File: config.mk
export PLATFORM = sky130hd
export DESIGN_NAME = reset_output_bidir_strap_latch
export DESIGN_NICKNAME = d
export VERILOG_FILES = /design/src/verilog/reset_seq_pkg.sv /design/src/verilog/pin_sync3.sv /design/src/verilog/reset_output_bidir_strap_latch.sv
export SDC_FILE = /design/constraint.sdc
export NUM_CORES = 1
export LEC_CHECK = 0
export BUFFER_PORTS_ARGS = -buffer_cell sky130_fd_sc_hd__buf_2
export CAP_MARGIN = 20
export CORE_ASPECT_RATIO = 0.75
export CORE_MARGIN = 10
export CORE_UTILIZATION = 45
export DETAILED_ROUTE_END_ITERATION = 10
export PLACE_DENSITY = 0.78
export SLEW_MARGIN = 20
export SYNTH_ARGS = -nofsm -noshare
export SYNTH_HDL_FRONTEND = slang
export SYNTH_SLANG_ARGS = --single-unit
File: constraint.sdc
create_clock -name clk -period 1.8 [get_ports clk]
set_input_delay 0.36 -clock clk [delete_from_list [all_inputs] [get_ports clk]]
set_output_delay 0.36 -clock clk [all_outputs]
set_load 0.03 [all_outputs]
File: src/verilog/reset_seq_pkg.sv
package reset_seq_pkg;

  // Clock and the half-period unit that reset timing is counted in.
  localparam int CLK_PERIOD_NS = 10;
  localparam int HALF_PERIOD_NS = CLK_PERIOD_NS / 2;
  localparam int CNT_W = 10;

  // Internal reset sequence: a least time, rounded up to whole cycles.
  localparam int SEQ_HALF_PERIODS = 1024;
  localparam int SEQ_CYCLES =
    (SEQ_HALF_PERIODS * HALF_PERIOD_NS + CLK_PERIOD_NS - 1) / CLK_PERIOD_NS;
  localparam logic [CNT_W-1:0] SEQ_LAST = CNT_W'(SEQ_CYCLES - 1);

  // Delay from pull-down release to sampling the reset input.
  localparam int SAMPLE_HALF_PERIODS = 8;
  localparam int SAMPLE_CYCLES =
    (SAMPLE_HALF_PERIODS * HALF_PERIOD_NS + CLK_PERIOD_NS - 1) / CLK_PERIOD_NS;
  localparam logic [CNT_W-1:0] SAMPLE_LAST = CNT_W'(SAMPLE_CYCLES - 1);
  // The three-flop input path shows a pin level four edges late, so the decision waits
  // until the level taken 8 half-periods after release has reached the stable flop.
  localparam int SYNC_DELAY_CYCLES = 4;
  localparam logic [CNT_W-1:0] SAMPLE_DONE = CNT_W'(SAMPLE_CYCLES - 1 + SYNC_DELAY_CYCLES);

  // Least low time on the reset input that starts a synchronous reset.
  localparam int SYNC_MIN_HALF_PERIODS = 4;
  localparam int SYNC_MIN_CYCLES =
    (SYNC_MIN_HALF_PERIODS * HALF_PERIOD_NS + CLK_PERIOD_NS - 1) / CLK_PERIOD_NS;
  localparam logic [CNT_W-1:0] SYNC_MIN = CNT_W'(SYNC_MIN_CYCLES);

  // Low time above which a hardware reset counts as long.
  localparam int LONG_HALF_PERIODS = 1032;
  localparam int LONG_CYCLES = (LONG_HALF_PERIODS * HALF_PERIOD_NS) / CLK_PERIOD_NS;
  localparam logic [CNT_W-1:0] LONG_LIMIT = CNT_W'(LONG_CYCLES);
  localparam logic [CNT_W-1:0] CNT_MAX = '1;

  // Register byte offsets.
  localparam logic [11:0] ADDR_STRAP = 12'h000;
  localparam logic [11:0] ADDR_SYSTEM_CONFIG_REG = 12'h004;
  localparam logic [11:0] ADDR_BUS_CONFIG0 = 12'h008;
  localparam logic [11:0] ADDR_STATUS = 12'h00C;

  // Field positions.
  localparam int SYSTEM_CONFIG_REG_BIDIR_BIT = 3;
  localparam int SYSTEM_CONFIG_REG_POWERDOWN_CONFIG_SEL_BIT = 4;
  localparam int BUS_CONFIG0_TYPE_LSB = 6;
  localparam int BUS_CONFIG0_ALE_BIT = 9;
  localparam int BUS_CONFIG0_ACT_BIT = 10;
  localparam int STATUS_INIT_BIT = 0;
  localparam int STATUS_RESET_BIT = 1;
  localparam int STATUS_KIND_LSB = 2;

  // Strap port bit positions.
  localparam int STRAP_EMU_BIT = 0;
  localparam int STRAP_ADAPT_BIT = 1;
  localparam int STRAP_BOOT_BIT = 4;
  localparam int STRAP_BUSTYPE_LSB = 6;
  localparam int STRAP_WRC_BIT = 8;
  localparam int STRAP_CHIP_SELECT_COUNT_SEL_LSB = 9;
  localparam int STRAP_SAL_LSB = 11;
  localparam int STRAP_CLK_LSB = 13;
  localparam int STRAP_W = 16;

  // Which strap bits each reset kind samples.
  localparam logic [STRAP_W-1:0] MASK_SOFT = 16'h1FC0;
  localparam logic [STRAP_W-1:0] MASK_SHORT = 16'h1FFF;
  localparam logic [STRAP_W-1:0] MASK_LONG = 16'hFFFF;
  localparam logic [STRAP_W-1:0] STRAP_RESET = 16'hFFFF;

  typedef enum logic [2:0] {
    KIND_POWER_ON,
    KIND_LONG_HW,
    KIND_SHORT_HW,
    KIND_WATCHDOG,
    KIND_SOFTWARE
  } reset_kind_t;

  typedef enum logic [1:0] {
    ST_SEQ,
    ST_EXTEND,
    ST_RELEASE,
    ST_INIT_RUN
  } seq_state_t;

endpackage
File: src/verilog/pin_sync3.sv
`timescale 1ns/1ps
`default_nettype none

// Three-stage pin synchroniser; a change is accepted once stages two and three agree.
module pin_sync3 #(
  parameter int WIDTH = 1,
  parameter logic [WIDTH-1:0] RESET_VAL = '1
) (
  input wire logic clk,
  input wire logic rst,
  input wire logic clkEn,
  input wire logic [WIDTH-1:0] pinIn,
  output logic [WIDTH-1:0] stable
);

  logic [WIDTH-1:0] stage1_reg;
  logic [WIDTH-1:0] stage2_reg;
  logic [WIDTH-1:0] stage3_reg;
  logic [WIDTH-1:0] stable_reg;
  logic [WIDTH-1:0] stable_next;

  always_comb begin
    for (int i = 0; i < WIDTH; i++) begin
      stable_next[i] = (stage2_reg[i] == stage3_reg[i]) ? stage3_reg[i] : stable_reg[i];
    end
  end

  always_ff @(posedge clk) begin
    if (rst) begin
      stage1_reg <= RESET_VAL;
      stage2_reg <= RESET_VAL;
      stage3_reg <= RESET_VAL;
      stable_reg <= RESET_VAL;
    end else if (clkEn) begin
      stage1_reg <= pinIn;
      stage2_reg <= stage1_reg;
      stage3_reg <= stage2_reg;
      stable_reg <= stable_next;
    end
  end

  assign stable = stable_reg;

endmodule

`default_nettype wire

File: src/verilog/reset_output_bidir_strap_latch.sv
// Operation
// - Reset output goes low at every sequence start.
// - Reset output held low until end-of-init.
// - Bidirectional reset enabled by config bit 3.
// - Enable writable only before end-of-init.
// - Pull reset input low during sequence.
// - Release pull-down, sample input 8 half-periods later.
// - Low sample starts a new hardware reset.
// - High sample exits per running reset kind.
// - Every reset sequence clears the enable bit.
// - Discharge capacitor pin while reset input low.
// - Pull-up capacitor pin after sequence if configured.
// - Capacitor pin low asynchronous, high synchronous; here both pass through the pin synchroniser.
// - Strap bits sampled depend on reset kind.
// - High strap byte shows in strap register.
// - Bus type straps, access-pin bits into bus config.
// - Latched straps drive internal logic outputs.
// - Sequence lasts 1024 half-periods, extended while low.
// - System config ignores writes after end-of-init.
//
// Design decisions made here: the register addresses and the APB slave port.
`timescale 1ns/1ps
`default_nettype none

module reset_output_bidir_strap_latch (
  input wire logic clk,
  input wire logic rst,
  input wire logic clkEn,
  input wire logic psel,
  input wire logic penable,
  input wire logic pwrite,
  input wire logic [11:0] paddr,
  input wire logic [31:0] pwdata,
  output logic [31:0] prdata,
  output logic pready,
  output logic pslverr,
  input wire logic swResetReq,
  input wire logic wdtResetReq,
  input wire logic endOfInitInstr,
  input wire logic resetInN,
  input wire logic pdCapAboveThreshold,
  input wire logic externalAccessN,
  input wire logic [15:0] strapPort,
  output logic resetOutN,
  output logic resetInDriveOut,
  output logic resetInDriveEnN,
  output logic pdCapDischarge,
  output logic pdCapPullUp,
  output logic internalReset,
  output logic initPhase,
  output logic [2:0] clockConfigStrap,
  output logic [1:0] segmentAddrLinesSel,
  output logic [1:0] chipSelectCountSel,
  output logic writeConfigStrap,
  output logic [1:0] busTypeField,
  output logic busActive0,
  output logic aleLengthen0,
  output logic bootloaderSel,
  output logic adaptModeStrap,
  output logic emulationStrap
);

  localparam int PIN_W = reset_seq_pkg::STRAP_W + 3;

  function automatic logic addrIs(input logic [11:0] addr, input logic [11:0] offset);
    addrIs = (addr == offset);
  endfunction

  function automatic logic addrMapped(input logic [11:0] addr);
    addrMapped = addrIs(addr, reset_seq_pkg::ADDR_STRAP) ||
      addrIs(addr, reset_seq_pkg::ADDR_SYSTEM_CONFIG_REG) ||
      addrIs(addr, reset_seq_pkg::ADDR_BUS_CONFIG0) ||
      addrIs(addr, reset_seq_pkg::ADDR_STATUS);
  endfunction

  // Pin inputs: capacitor comparator, access pin, reset input, strap port.
  logic [PIN_W-1:0] pinStable;
  logic pdAbove;
  logic accessPinHigh;
  logic resetInHigh;
  logic [reset_seq_pkg::STRAP_W-1:0] strapStable;

  pin_sync3 #(
    .WIDTH(PIN_W),
    .RESET_VAL({3'b111, reset_seq_pkg::STRAP_RESET})
  ) pinSync (
    .clk(clk),
    .rst(rst),
    .clkEn(clkEn),
    .pinIn({pdCapAboveThreshold, externalAccessN, resetInN, strapPort}),
    .stable(pinStable)
  );

  assign strapStable = pinStable[reset_seq_pkg::STRAP_W-1:0];
  assign resetInHigh = pinStable[reset_seq_pkg::STRAP_W];
  assign accessPinHigh = pinStable[reset_seq_pkg::STRAP_W+1];
  assign pdAbove = pinStable[reset_seq_pkg::STRAP_W+2];

  // Sequencer state.
  reset_seq_pkg::seq_state_t state_reg, state_next;
  reset_seq_pkg::reset_kind_t kind_reg, kind_next;
  logic [reset_seq_pkg::CNT_W-1:0] seqCnt_reg, seqCnt_next;
  logic [reset_seq_pkg::CNT_W-1:0] lowCnt_reg, lowCnt_next;
  logic inInit_reg, inInit_next;
  logic bidirEnable_reg, bidirEnable_next;
  logic bidirActive_reg, bidirActive_next;
  logic powerdown_config_sel_reg, powerdown_config_sel_next;
  logic pullUp_reg, pullUp_next;
  logic resetOut_reg, resetOut_next;
  logic driveEnN_reg, driveEnN_next;
  logic discharge_reg, discharge_next;
  logic busAct_reg, busAct_next;
  logic ale_reg, ale_next;
  logic latchNow;
  logic [reset_seq_pkg::STRAP_W-1:0] latchMask;
  logic startSeq;
  logic sysconWrite;
  reset_seq_pkg::reset_kind_t startKind;

  assign sysconWrite = psel && penable && pwrite &&
    addrIs(paddr, reset_seq_pkg::ADDR_SYSTEM_CONFIG_REG);

  always_comb begin
    state_next = state_reg;
    kind_next = kind_reg;
    seqCnt_next = seqCnt_reg;
    inInit_next = inInit_reg;
    bidirEnable_next = bidirEnable_reg;
    bidirActive_next = bidirActive_reg;
    powerdown_config_sel_next = powerdown_config_sel_reg;
    pullUp_next = pullUp_reg;
    busAct_next = busAct_reg;
    ale_next = ale_reg;
    latchNow = 1'b0;
    startSeq = 1'b0;
    startKind = reset_seq_pkg::KIND_SHORT_HW;
    lowCnt_next = (resetInHigh || !driveEnN_reg) ? '0 :
      ((lowCnt_reg == reset_seq_pkg::CNT_MAX) ? lowCnt_reg : lowCnt_reg + 1'b1);

    // Software may touch the config register only while initialising.
    if (sysconWrite && state_reg == reset_seq_pkg::ST_INIT_RUN && inInit_reg) begin
      bidirEnable_next = pwdata[reset_seq_pkg::SYSTEM_CONFIG_REG_BIDIR_BIT];
      powerdown_config_sel_next = pwdata[reset_seq_pkg::SYSTEM_CONFIG_REG_POWERDOWN_CONFIG_SEL_BIT];
    end

    unique case (state_reg)
      reset_seq_pkg::ST_INIT_RUN: begin
        if (!resetInHigh && !pdAbove) begin
          // The three-flop input path delays this by a few cycles.
          startSeq = 1'b1;
          startKind = reset_seq_pkg::KIND_LONG_HW;
        end else if (!resetInHigh && lowCnt_reg >= reset_seq_pkg::SYNC_MIN) begin
          startSeq = 1'b1;
          startKind = reset_seq_pkg::KIND_SHORT_HW;
        end else if (wdtResetReq) begin
          startSeq = 1'b1;
          startKind = reset_seq_pkg::KIND_WATCHDOG;
        end else if (swResetReq) begin
          startSeq = 1'b1;
          startKind = reset_seq_pkg::KIND_SOFTWARE;
        end else if (endOfInitInstr && inInit_reg) begin
          inInit_next = 1'b0;
        end
      end
      reset_seq_pkg::ST_SEQ: begin
        seqCnt_next = seqCnt_reg + 1'b1;
        if (seqCnt_reg == reset_seq_pkg::SEQ_LAST) begin
          seqCnt_next = '0;
          state_next = bidirActive_reg ? reset_seq_pkg::ST_RELEASE : reset_seq_pkg::ST_EXTEND;
        end
      end
      reset_seq_pkg::ST_EXTEND: begin
        if (resetInHigh) begin
          latchNow = 1'b1;
        end
      end
      reset_seq_pkg::ST_RELEASE: begin
        seqCnt_next = seqCnt_reg + 1'b1;
        if (seqCnt_reg == reset_seq_pkg::SAMPLE_DONE) begin
          seqCnt_next = '0;
          if (!resetInHigh) begin
            startSeq = 1'b1;
            startKind = pdAbove ? reset_seq_pkg::KIND_SHORT_HW : reset_seq_pkg::KIND_LONG_HW;
          end else begin
            latchNow = 1'b1;
          end
        end
      end
    endcase

    // A short hardware reset becomes long when the pin stays low too long
    // or the capacitor drops; the own pull-down is excluded from that count.
    if (state_reg != reset_seq_pkg::ST_INIT_RUN && kind_reg == reset_seq_pkg::KIND_SHORT_HW &&
        driveEnN_reg && !resetInHigh && (lowCnt_reg > reset_seq_pkg::LONG_LIMIT || !pdAbove)) begin
      kind_next = reset_seq_pkg::KIND_LONG_HW;
    end

    if (startSeq) begin
      state_next = reset_seq_pkg::ST_SEQ;
      kind_next = startKind;
      seqCnt_next = '0;
      inInit_next = 1'b1;
      bidirActive_next = bidirEnable_reg;
      bidirEnable_next = 1'b0;
      pullUp_next = 1'b0;
    end

    if (latchNow) begin
      state_next = reset_seq_pkg::ST_INIT_RUN;
      bidirActive_next = 1'b0;
      pullUp_next = powerdown_config_sel_reg;
      busAct_next = accessPinHigh;
      ale_next = accessPinHigh;
    end

    resetOut_next = (state_next == reset_seq_pkg::ST_INIT_RUN) && !inInit_next;
    driveEnN_next = !((state_next == reset_seq_pkg::ST_SEQ) && bidirActive_next);
    discharge_next = !resetInHigh;
  end

  always_ff @(posedge clk) begin
    if (rst) begin
      state_reg <= reset_seq_pkg::ST_SEQ;
      kind_reg <= reset_seq_pkg::KIND_POWER_ON;
      seqCnt_reg <= '0;
      lowCnt_reg <= '0;
      inInit_reg <= 1'b1;
      bidirEnable_reg <= 1'b0;
      bidirActive_reg <= 1'b0;
      powerdown_config_sel_reg <= 1'b0;
      pullUp_reg <= 1'b0;
      resetOut_reg <= 1'b0;
      driveEnN_reg <= 1'b1;
      discharge_reg <= 1'b0;
      busAct_reg <= 1'b0;
      ale_reg <= 1'b0;
    end else if (clkEn) begin
      state_reg <= state_next;
      kind_reg <= kind_next;
      seqCnt_reg <= seqCnt_next;
      lowCnt_reg <= lowCnt_next;
      inInit_reg <= inInit_next;
      bidirEnable_reg <= bidirEnable_next;
      bidirActive_reg <= bidirActive_next;
      powerdown_config_sel_reg <= powerdown_config_sel_next;
      pullUp_reg <= pullUp_next;
      resetOut_reg <= resetOut_next;
      driveEnN_reg <= driveEnN_next;
      discharge_reg <= discharge_next;
      busAct_reg <= busAct_next;
      ale_reg <= ale_next;
    end
  end

  // Strap latch: each bit reloads only when the running kind samples it.
  logic [reset_seq_pkg::STRAP_W-1:0] strap_reg;
  logic [reset_seq_pkg::STRAP_W-1:0] strap_next;

  always_comb begin
    unique case (kind_reg)
      reset_seq_pkg::KIND_SOFTWARE,
      reset_seq_pkg::KIND_WATCHDOG: latchMask = reset_seq_pkg::MASK_SOFT;
      reset_seq_pkg::KIND_SHORT_HW: latchMask = reset_seq_pkg::MASK_SHORT;
      default: latchMask = reset_seq_pkg::MASK_LONG;
    endcase
  end

  generate
    for (genvar i = 0; i < reset_seq_pkg::STRAP_W; i++) begin : strapBit
      assign strap_next[i] = (latchNow && latchMask[i]) ? strapStable[i] : strap_reg[i];
    end
  endgenerate

  always_ff @(posedge clk) begin
    if (rst) begin
      strap_reg <= reset_seq_pkg::STRAP_RESET;
    end else if (clkEn) begin
      strap_reg <= strap_next;
    end
  end

  // Straps to the clock generator, port logic and internal logic.
  assign clockConfigStrap = strap_reg[reset_seq_pkg::STRAP_CLK_LSB +: 3];
  assign segmentAddrLinesSel = strap_reg[reset_seq_pkg::STRAP_SAL_LSB +: 2];
  assign chipSelectCountSel = strap_reg[reset_seq_pkg::STRAP_CHIP_SELECT_COUNT_SEL_LSB +: 2];
  assign writeConfigStrap = strap_reg[reset_seq_pkg::STRAP_WRC_BIT];
  assign busTypeField = strap_reg[reset_seq_pkg::STRAP_BUSTYPE_LSB +: 2];
  assign bootloaderSel = strap_reg[reset_seq_pkg::STRAP_BOOT_BIT];
  assign adaptModeStrap = strap_reg[reset_seq_pkg::STRAP_ADAPT_BIT];
  assign emulationStrap = strap_reg[reset_seq_pkg::STRAP_EMU_BIT];
  assign busActive0 = busAct_reg;
  assign aleLengthen0 = ale_reg;

  assign resetOutN = resetOut_reg;
  assign resetInDriveOut = 1'b0;
  assign resetInDriveEnN = driveEnN_reg;
  assign pdCapDischarge = discharge_reg;
  assign pdCapPullUp = pullUp_reg;
  assign internalReset = (state_reg != reset_seq_pkg::ST_INIT_RUN);
  assign initPhase = inInit_reg;

  // APB slave: read data is captured in the setup cycle, so the access
  // phase always completes without wait states.
  logic [31:0] prdata_reg, prdata_next;
  logic pslverr_reg, pslverr_next;

  always_comb begin
    prdata_next = prdata_reg;
    pslverr_next = pslverr_reg;
    if (psel && !penable) begin
      prdata_next = 32'h0000_0000;
      pslverr_next = !addrMapped(paddr);
      if (!pwrite) begin
        if (addrIs(paddr, reset_seq_pkg::ADDR_STRAP)) begin
          prdata_next[7:0] = strap_reg[15:8];
        end else if (addrIs(paddr, reset_seq_pkg::ADDR_SYSTEM_CONFIG_REG)) begin
          prdata_next[reset_seq_pkg::SYSTEM_CONFIG_REG_BIDIR_BIT] = bidirEnable_reg;
          prdata_next[reset_seq_pkg::SYSTEM_CONFIG_REG_POWERDOWN_CONFIG_SEL_BIT] = powerdown_config_sel_reg;
        end else if (addrIs(paddr, reset_seq_pkg::ADDR_BUS_CONFIG0)) begin
          prdata_next[reset_seq_pkg::BUS_CONFIG0_TYPE_LSB +: 2] = busTypeField;
          prdata_next[reset_seq_pkg::BUS_CONFIG0_ALE_BIT] = ale_reg;
          prdata_next[reset_seq_pkg::BUS_CONFIG0_ACT_BIT] = busAct_reg;
        end else if (addrIs(paddr, reset_seq_pkg::ADDR_STATUS)) begin
          prdata_next[reset_seq_pkg::STATUS_INIT_BIT] = inInit_reg;
          prdata_next[reset_seq_pkg::STATUS_RESET_BIT] = internalReset;
          prdata_next[reset_seq_pkg::STATUS_KIND_LSB +: 3] = kind_reg;
        end
      end
    end
  end

  always_ff @(posedge clk) begin
    if (rst) begin
      prdata_reg <= 32'h0000_0000;
      pslverr_reg <= 1'b0;
    end else if (clkEn) begin
      prdata_reg <= prdata_next;
      pslverr_reg <= pslverr_next;
    end
  end

  assign prdata = prdata_reg;
  assign pslverr = pslverr_reg;
  assign pready = psel && penable;

endmodule

`default_nettype wire

Yosys cells after proc, flatten, opt, wreduce, memory -nomap -nowiden
Index checks and enable logic that the tools add are counted.

Add/subtract/negate cells: 2. Order comparisons: 2. Equal/unequal tests: 31. Muxes and demuxes: 59. Reductions and logical operators: 85.

Operators by type and width (count): AND reduction 2 bit (37); two-way mux 10 bit (5); two-way mux 2 bit (16); case mux 16 bit (2 select lines) (1); logical AND 1 bit (28); == test 12 x 4 -> 1 bit (second input constant) (2); two-way mux 1 bit (22); two-way mux 3 bit (7); adder 10 x 1 -> 10 bit (second input constant) (2); case mux 10 bit (2 select lines) (1); == test 1 bit (16); two-way mux 5 bit (3); == test 12 x 3 -> 1 bit (second input constant) (1); zero test 12 bit (1); == test 10 bit (second input constant) (1); == test 10 x 3 -> 1 bit (second input constant) (1); == test 10 x 9 -> 1 bit (second input constant) (1); >= comparator 10 x 2 -> 1 bit (second input constant) (1); greater-than comparator 10 bit (second input constant) (1); two-way mux 8 bit (1); zero test 1 bit (7); == test 2 bit (second input constant) (3); == test 3 x 2 -> 1 bit (second input constant) (2); case mux 3 bit (2 select lines) (1); 9 further kinds (18).

Flip-flop bits (word level): 131. Word-level logic and storage cells: 226.

Longest topological paths before layout
Gate-level depths: netlist of run 1.

Word-level depth: 10. Gate-level depth with buffers: 8. Mapped depth without buffers: 7.

Modules after synthesis
A second synthesis of run 1 with hierarchy kept.

Cells, all modules: 693. Area, all modules: 6262.3 um^2.

By module, submodules not included: reset_output_bidir_strap_latch (times used 1, cells each 401, area an instance 3271.9 um^2, sequential area each 1141.1 um^2); pin_sync3 (times used 1, cells each 292, area an instance 2990.4 um^2, sequential area each 1521.5 um^2).

Worst setup path before layout of run 1
Ideal clock, no wire load.

Kind: reg-to-reg. Start: reg state_reg[0]. End: reg driveEnN_reg (netlist: resetInDriveEnN). Library setup time: 0.116 ns. Arrival time: 1.869 ns. Setup slack: -0.186 ns. Stages on the path, launching flop included: 8. Buffers on the path: 0. Period minus slack after synthesis: 1.986 ns. Path through: dfxtp_1 inv_1 ha_1 and3_1 a41oi_4 nand2_1 or4_1 o211a_1.

Word-level cells in the longest chain between the ends: 7.

RTL lines: start: declaration (line reset_output_bidir_strap_latch.sv:100) `reset_seq_pkg::seq_state_t state_reg, state_next;`; start signal: assignment (line reset_output_bidir_strap_latch.sv:223) `state_reg <= reset_seq_pkg::ST_SEQ;`; start signal: assignment (line reset_output_bidir_strap_latch.sv:238) `state_reg <= state_next;`; == test 2 bit, or another cell as far along (line reset_output_bidir_strap_latch.sv:146) `unique case (state_reg)`; case mux 1 bit (2 select lines) or two-way mux 2 bit (tied branches) (line reset_output_bidir_strap_latch.sv:146); two-way mux 2 bit (line reset_output_bidir_strap_latch.sv:198) `if (startSeq) begin`; two-way mux 2 bit (line reset_output_bidir_strap_latch.sv:208) `if (latchNow) begin`; zero test 2 bit (line reset_output_bidir_strap_latch.sv:217) `driveEnN_next = !((state_next == reset_seq_pkg::ST_SEQ) && bidirActive_next);`; logical AND 1 bit (*) (line reset_output_bidir_strap_latch.sv:217); zero test 1 bit (*) (line reset_output_bidir_strap_latch.sv:217); end signal: assignment (line reset_output_bidir_strap_latch.sv:248) `driveEnN_reg <= driveEnN_next;`; end: declaration (line reset_output_bidir_strap_latch.sv:110) `logic driveEnN_reg, driveEnN_next;`.

Every way passes the cells marked *; elsewhere a longest branch is shown, timed or not. A chain may end at the register's enable or synchronous reset.

Worst setup path after layout of run 1
Ends and elaborated chain as after synthesis.

==> results of run 1 <==
[where the power goes]
part           switching (uW)  total, uW  internal, uW
Sequential               47.2       2790          2750
Clock                    1470       3320          1840
Combinational             350        580           229
[worst max path at each step]
stage                                from                            to  cells past startpoint
2_1_floorplan   state_reg[0]$_SDFFE_PP0P_  resetInDriveEnN$_SDFFE_PP1P_                      7
5_1_grt         state_reg[0]$_SDFFE_PP0P_  resetInDriveEnN$_SDFFE_PP1P_                      7
4_1_cts        seqCnt_reg[0]$_SDFFE_PP0P_  resetInDriveEnN$_SDFFE_PP1P_                      6
3_3_place_gp                     paddr[7]  bidirEnable_reg$_SDFFE_PP0P_                      6
3_5_place_dp                     paddr[7]  bidirEnable_reg$_SDFFE_PP0P_                      6
6_report        state_reg[0]$_SDFFE_PP0P_  resetInDriveEnN$_SDFFE_PP1P_                      7
[metrics by stage]
step                util (%)  cells  hold slack (ns)
floorplan                  -    667            0.430
CTS                     59.2    952            0.144
finish                  61.1    956            0.148
detailed placement      53.4    916            0.426
global placement        53.4    916            0.422
global route            61.1    956            0.148
[cells in the final DEF, fill, tap and decap left out, types with 5 or more instances in the layout]
cell type  instances
o21ai_0           38
a211oi_2           5
clkbuf_16         17
a21oi_1           59
nand3_1           11
nor3_1             6
a22oi_1            5
inv_8              5
conb_1            23
nand4_1           13
buf_6              7
dfxtp_2            9
inv_1             23
buf_4             68
nand2b_1          19
buf_2             69
buf_12             5
nor2_1            36
nand2_1           82
xor2_1             6
mux2i_1           50
dfxtp_1          111
[metal layers]
layer	share of wire, %	up-vias
met1	43	2383
met3	8.0	29
met2	47	168
met5	0	-
li1	-	2509
met4	1.6	0
[critical path: cells and delay by family, from the launching register on]
| family | cells | cell delay [ns] |
|---|---|---|
| and+or+nand+nor | 3 | 0.79 |
| AOI/OAI and AO/OA | 2 | 0.40 |
| DFF | 1 | 0.36 |
| adders and majority gates | 1 | 0.23 |
| buffers and inverters | 1 | 0.05 |
[cell type report]
cell class | instances | area (um^2)
Multi-Input combinational cell | 460 | 3130
Timing Repair Buffer | 149 | 1030
Clock inverter | 15 | 155
Fill cell | 997 | 4760
Tap cell | 166 | 208
Inverter | 28 | 108
Sequential cell | 121 | 2440
Clock buffer | 17 | 425
[kinds of logic (layout without fill, tap and decap cells)]
family | count (synthesis) | after routing | share of synthesized area, %
adder cells (fa/ha/maj) | 7 | 7 | 1.56
flip-flops | 121 | 121 | 43.1
AO/OA/AOI/OAI | 153 | 153 | 16.6
other | 1 | 23 | 0.0667
XOR/XNOR | 7 | 7 | 1.09
multiplexers | 54 | 54 | 9.65
AND/OR/NAND/NOR | 216 | 216 | 20.0
buffers and inverters | 86 | 209 | 8.03
[timing repair]
action / 4_1_cts / 5_1_grt
buffers inserted: 4 / 4
gates cloned: 0 / 0
hold endpoints to repair: 0 / 0
resized for setup: 27 / 44
pin swaps: 14 / 7
hold buffers: 0 / 0
endpoints found under the setup margin: 29 / 37
==> run_results.csv, run 1 <==
group,metric,value,unit
run_status,status,"finished with violations",
run_status,violations,"setup timing",
timing,maxSlewViolCount,0,
cells_and_area,layout-drive-gt1-share,31.3,%
detailed_routing,vias,5089,
floorplanning,fp.dieH,117,um
place,gp_congestion,0.873,
critical_path,critPathMaxFanout,3,
pwr,peakVddDrop,0.000712,V
floorplanning,fp-row-count,35,
detailed_routing,wl,15600,um
synthesis,yosysTopAreaCell,"dfxtp_1",
place,placed_area,6550,um^2
min_path,holdPathEnd,"pinSync.stage1_reg[17]$_SDFFE_PP1P_",
detailed_routing,via_per_inst,5.32,
detailed_routing,first_pass_iters,5,
clock_network,htreeDepth,4,
floorplanning,io_pins,128,
global_routing,grt_pass1_wl,23600,um
cells_and_area,finalNetCount,856,
detailed_routing,routedWlPerCell,16.4,um
global_routing,grtUsageMet2,26.1,%
critical_path,criticalPathCategory,"register to register",
timing,rsz0062_at_grt,"true",
global_routing,met3_usage,4.76,%
critical_path,slowest_stage,"or4_1",
critical_path,path_cells,"inv_4 > ha_4 > and3_4 > a41oi_4 > nand2_2 > or4_1 > o211a_1",
critical_path,startpoint_type,"register",
synthesis,ys.warnings.count,0,
synthesis,yosys-top-cells-count,"dfxtp_1, nand2_1, a21oi_1",
timing,setup_viol,18,
global_routing,gr-max-usage-layer,"met2",
critical_path,crit_required,2.11,ns
critical_path,critPathCaptureType,"register",
global_routing,met1_usage,21.4,%
critical_path,reg2reg_slack,-0.12,ns
global_routing,first_global_vias,4686,
cells_and_area,diodes,0,
timing,hold_viol,0,
place,post-place-ws,-0.191,ns
timing,fin_skew,0.00922,ns
synthesis,yosys-top-cells-area,"dfxtp_1, mux2i_1, a21oi_1, nand2_1, o21ai_0",
floorplanning,start_util,45.9,%
critical_path,arrival,2.23,ns
synthesis,synth.yosys.seq_area_share,43.1,%
cells_and_area,synthToLayoutAreaGrowth,33.3,%
clock_network,clk_latency,0.43,ns
timing,finalCritPeriodShare,107,%
min_path,min_from,"externalAccessN",
clock_network,clk_path_buf_depth,2,
critical_path,slowest_delay,0.52,ns
synthesis,synth-seq-cells,121,
min_path,whs_path_depth,3,
timing,layout_setup_ws,-0.122,ns
detailed_routing,ant_nets,0,
clock_network,cts_buffers,17,
synthesis,synthCells,645,
pwr,leakagePower,0.00318,uW
clock_network,cts.clk_slew.worst_paths,0.06,ns
clock_network,clock_sinks,121,
synthesis,synth_top_area_share,43.1,%
timing,max_clock_freq,520,MHz
place,dp_hpwl,10400,um
floorplanning,coreArea,12300,um^2
clock_network,cts-root-buf,"clkbuf_16",
detailed_routing,drt_iter0_markers,424,
global_routing,antenna_found_initial,0,
clock_network,cts_tree,"built",
synthesis,async_flop_share,0,%
synthesis,syn-cell-area,5630,um^2
min_path,hold_path.class,"input pin to register",
synthesis,synthFlopType,"dfxtp_1",
critical_path,r2r_start,"state_reg[0]$_SDFFE_PP0P_",
global_routing,grt-ovfl-total,0,
synthesis,synth_most_common_cell,"dfxtp_1",
detailed_routing,drc_errors,0,
pwr,power.density,892,nW/um^2
job,maxCapViolCount,0,
pwr,p_total,6690,uW
synthesis,ys_types,66,
timing,period_needed,1.92,ns
place,io_buffers,71,
global_routing,grt_use_total,16.7,%
floorplanning,die_x,149,um
floorplanning,dieArea,17400,um^2
global_routing,grt_max_degree,82,
cells_and_area,finalInstanceArea,7500,um^2
synthesis,avgSynthCellArea,8.72,um^2
timing,tns,-0.950,ns
synthesis,synth_edf_count,0,
critical_path,reg2reg_to,"resetInDriveEnN$_SDFFE_PP1P_",
critical_path,r2r_cells,7,
Note: power is estimated with default switching activity, not from simulation.
==> run 2: changes to the inputs <==
--- a/config.mk
+++ b/config.mk
@@ -5,13 +5,14 @@
 export SDC_FILE = /design/constraint.sdc
 export NUM_CORES = 1
 export LEC_CHECK = 0
-export BUFFER_PORTS_ARGS = -buffer_cell sky130_fd_sc_hd__buf_2
 export CAP_MARGIN = 20
 export CORE_ASPECT_RATIO = 0.75
 export CORE_MARGIN = 10
 export CORE_UTILIZATION = 45
 export DETAILED_ROUTE_END_ITERATION = 10
-export PLACE_DENSITY = 0.78
+export DONT_BUFFER_PORTS = 1
+export PLACE_DENSITY = 0.69
+export SKIP_LAST_GASP = 1
 export SLEW_MARGIN = 20
 export SYNTH_ARGS = -nofsm -noshare
 export SYNTH_HDL_FRONTEND = slang
==> run_results.csv, run 2 (synthesis results as in run 1) <==
group,metric,value,unit
timing,relSlewSlack,55.3,%
floorplanning,die_x,149,um
timing,hold_ws,0.0109,ns
job,maxCapViolCount,0,
place,io_buffers,0,
detailed_routing,first_pass_iters,5,
min_path,min_from,"rst",
global_routing,grt_max_degree,116,
critical_path,crit_required,2.10,ns
clock_network,cts_tree,"built",
timing,maxSlewViolCount,0,
timing,layout_setup_ws,-0.103,ns
clock_network,cts.clk_slew.worst_paths,0.06,ns
pwr,power.density,930,nW/um^2
timing,period_needed,1.90,ns
cells_and_area,layout-drive-gt1-share,24.0,%
floorplanning,fp-row-count,35,
floorplanning,io_pins,128,
timing,tns,-0.412,ns
timing,setup_viol,14,
pwr,power.switching,1690,uW
critical_path,r2r_start,"state_reg[0]$_SDFFE_PP0P_",
pwr,pwr-share-seq,42.6,%
cells_and_area,final_common_cell,"dfxtp_1",
place,dp_hpwl,10100,um
global_routing,grt-ovfl-total,0,
critical_path,critPathCaptureType,"register",
clock_network,clock_sinks,121,
clock_network,htreeDepth,4,
detailed_routing,ant_nets,0,
timing,fin_skew,0.00947,ns
critical_path,reg2reg_to,"resetInDriveEnN$_SDFFE_PP1P_",
critical_path,critPathMaxFanout,3,
critical_path,criticalPathCategory,"register to register",
critical_path,reg2reg_slack,-0.10,ns
cells_and_area,final_core_util,57.6,%
critical_path,path_cells,"inv_4 > ha_4 > and4bb_2 > nand4b_1 > o211ai_1 > or4_4 > o211a_1",
pwr,combPwrFrac,6.4,%
critical_path,slowest_delay,0.58,ns
min_path,whs_path_depth,1,
clock_network,cts-root-buf,"clkbuf_16",
pwr,p_total,6570,uW
place,placed_area,6070,um^2
pwr,swShare,25.8,%
cells_and_area,finalInstanceArea,7070,um^2
cells_and_area,diodes,0,
min_path,hold_path.class,"input pin to register",
run_status,status,"finished with violations",
global_routing,first_global_vias,4637,
place,gp_congestion,0.913,
floorplanning,start_util,45.9,%
global_routing,antenna_found_initial,0,
clock_network,clk_path_buf_depth,2,
pwr,leakagePower,0.00281,uW
detailed_routing,routedWlPerCell,17.1,um
critical_path,startpoint_type,"register",
detailed_routing,via_per_inst,5.51,
detailed_routing,drc_errors,0,
pwr,p_int,4870,uW
timing,hold_viol,0,
timing,worst_slew_pin_slew,0.670,ns
detailed_routing,drt_iter0_markers,232,
timing,rsz0062_at_grt,"true",
cells_and_area,finalNetCount,771,
pwr,clkPwrFrac,51.0,%
cells_and_area,layout_common_cells,"dfxtp_1, nand2_1, a21oi_1",
floorplanning,dieArea,17400,um^2
cells_and_area,seq_area,2440,um^2
floorplanning,fp.dieH,117,um
global_routing,grt_pass1_wl,23200,um
clock_network,holdBufCountCts,0,
critical_path,arrival,2.21,ns
cells_and_area,fillCellCount,1032,
pwr,peakVddDrop,0.000684,V
critical_path,slowest_stage,"or4_4",
detailed_routing,vias,4801,
detailed_routing,wl,14900,um
critical_path,r2r_cells,7,
timing,finalCritPeriodShare,106,%
run_status,violations,"setup timing",
global_routing,grt_use_total,16.5,%
cells_and_area,multiInputGateArea,3170,um^2
timing,max_clock_freq,526,MHz
clock_network,cts_buffers,17,
clock_network,clk_latency,0.42,ns
cells_and_area,synthToLayoutAreaGrowth,25.6,%
min_path,holdPathEnd,"bidirActive_reg$_SDFFE_PP0P_",
floorplanning,coreArea,12300,um^2
-- run 2: worst max path at each step --
stage | to | start | cells after the start | slack [ns]
after floorplan | resetInDriveEnN$_SDFFE_PP1P_ | state_reg[0]$_SDFFE_PP0P_ | 7 | -0.06
after global placement | resetInDriveEnN$_SDFFE_PP1P_ | state_reg[0]$_SDFFE_PP0P_ | 7 | -0.1
after detailed placement | resetInDriveEnN$_SDFFE_PP1P_ | lowCnt_reg[0]$_SDFFE_PP0P_ | 7 | -0.12
after CTS | resetInDriveEnN$_SDFFE_PP1P_ | state_reg[0]$_SDFFE_PP0P_ | 7 | -0.09
after global routing | resetInDriveEnN$_SDFFE_PP1P_ | state_reg[1]$_SDFFE_PP0P_ | 7 | -0.18
final | resetInDriveEnN$_SDFFE_PP1P_ | state_reg[0]$_SDFFE_PP0P_ | 7 | -0.10
-- run 2: per-stage QoR --
stage	setup slack, ns	cells
after floorplan	-0.0615	667
after global placement	-0.0990	834
after detailed placement	-0.125	834
after CTS	-0.0943	869
after global routing	-0.181	871
final	-0.103	871
-- run 2: metal layers --
metal	up-vias	global-route usage (%)	part of all wire, %
li1	2341	-	-
met2	165	26.2	45
met4	0	5.48	1.6
met3	25	6.42	9.6
met5	-	0	0
met1	2270	20.1	43
-- run 2: timing repair --
item,CTS,global route
setup endpoints to repair,29,44
setup buffers,3,3
hold endpoints to repair,0,1
pin swaps,10,32
gates resized for setup,23,64
-- run 2: power groups by stage --
stage / Clock, uW / Combinational, uW / Sequential (uW)
floorplan: 0 / 372 / 2850
CTS: 3410 / 381 / 2800
detailed placement: 0 / 367 / 2860
finish: 3350 / 420 / 2800
global placement: 0 / 357 / 2850
global route: 3540 / 457 / 2810
-- run 2: layout make-up --
| cell class | instances | area share (%) |
|---|---|---|
| clock buffer | 17 | 6.02 |
| clock inverter | 15 | 2.23 |
| inverter | 28 | 1.59 |
| multi-input combinational | 460 | 44.9 |
| sequential | 121 | 34.6 |
| tap | 166 | 2.94 |
| timing repair buffer | 64 | 7.76 |
-- run 2: worst max-delay path: cells and delay by family, from the launching register on --
kind / cells / cell delay [ns]
AO/OA/AOI/OAI: 2 / 0.28
adder cells (fa/ha/maj): 1 / 0.16
buffers and inverters: 1 / 0.06
flip-flops: 1 / 0.36
AND/OR/NAND/NOR: 3 / 0.94
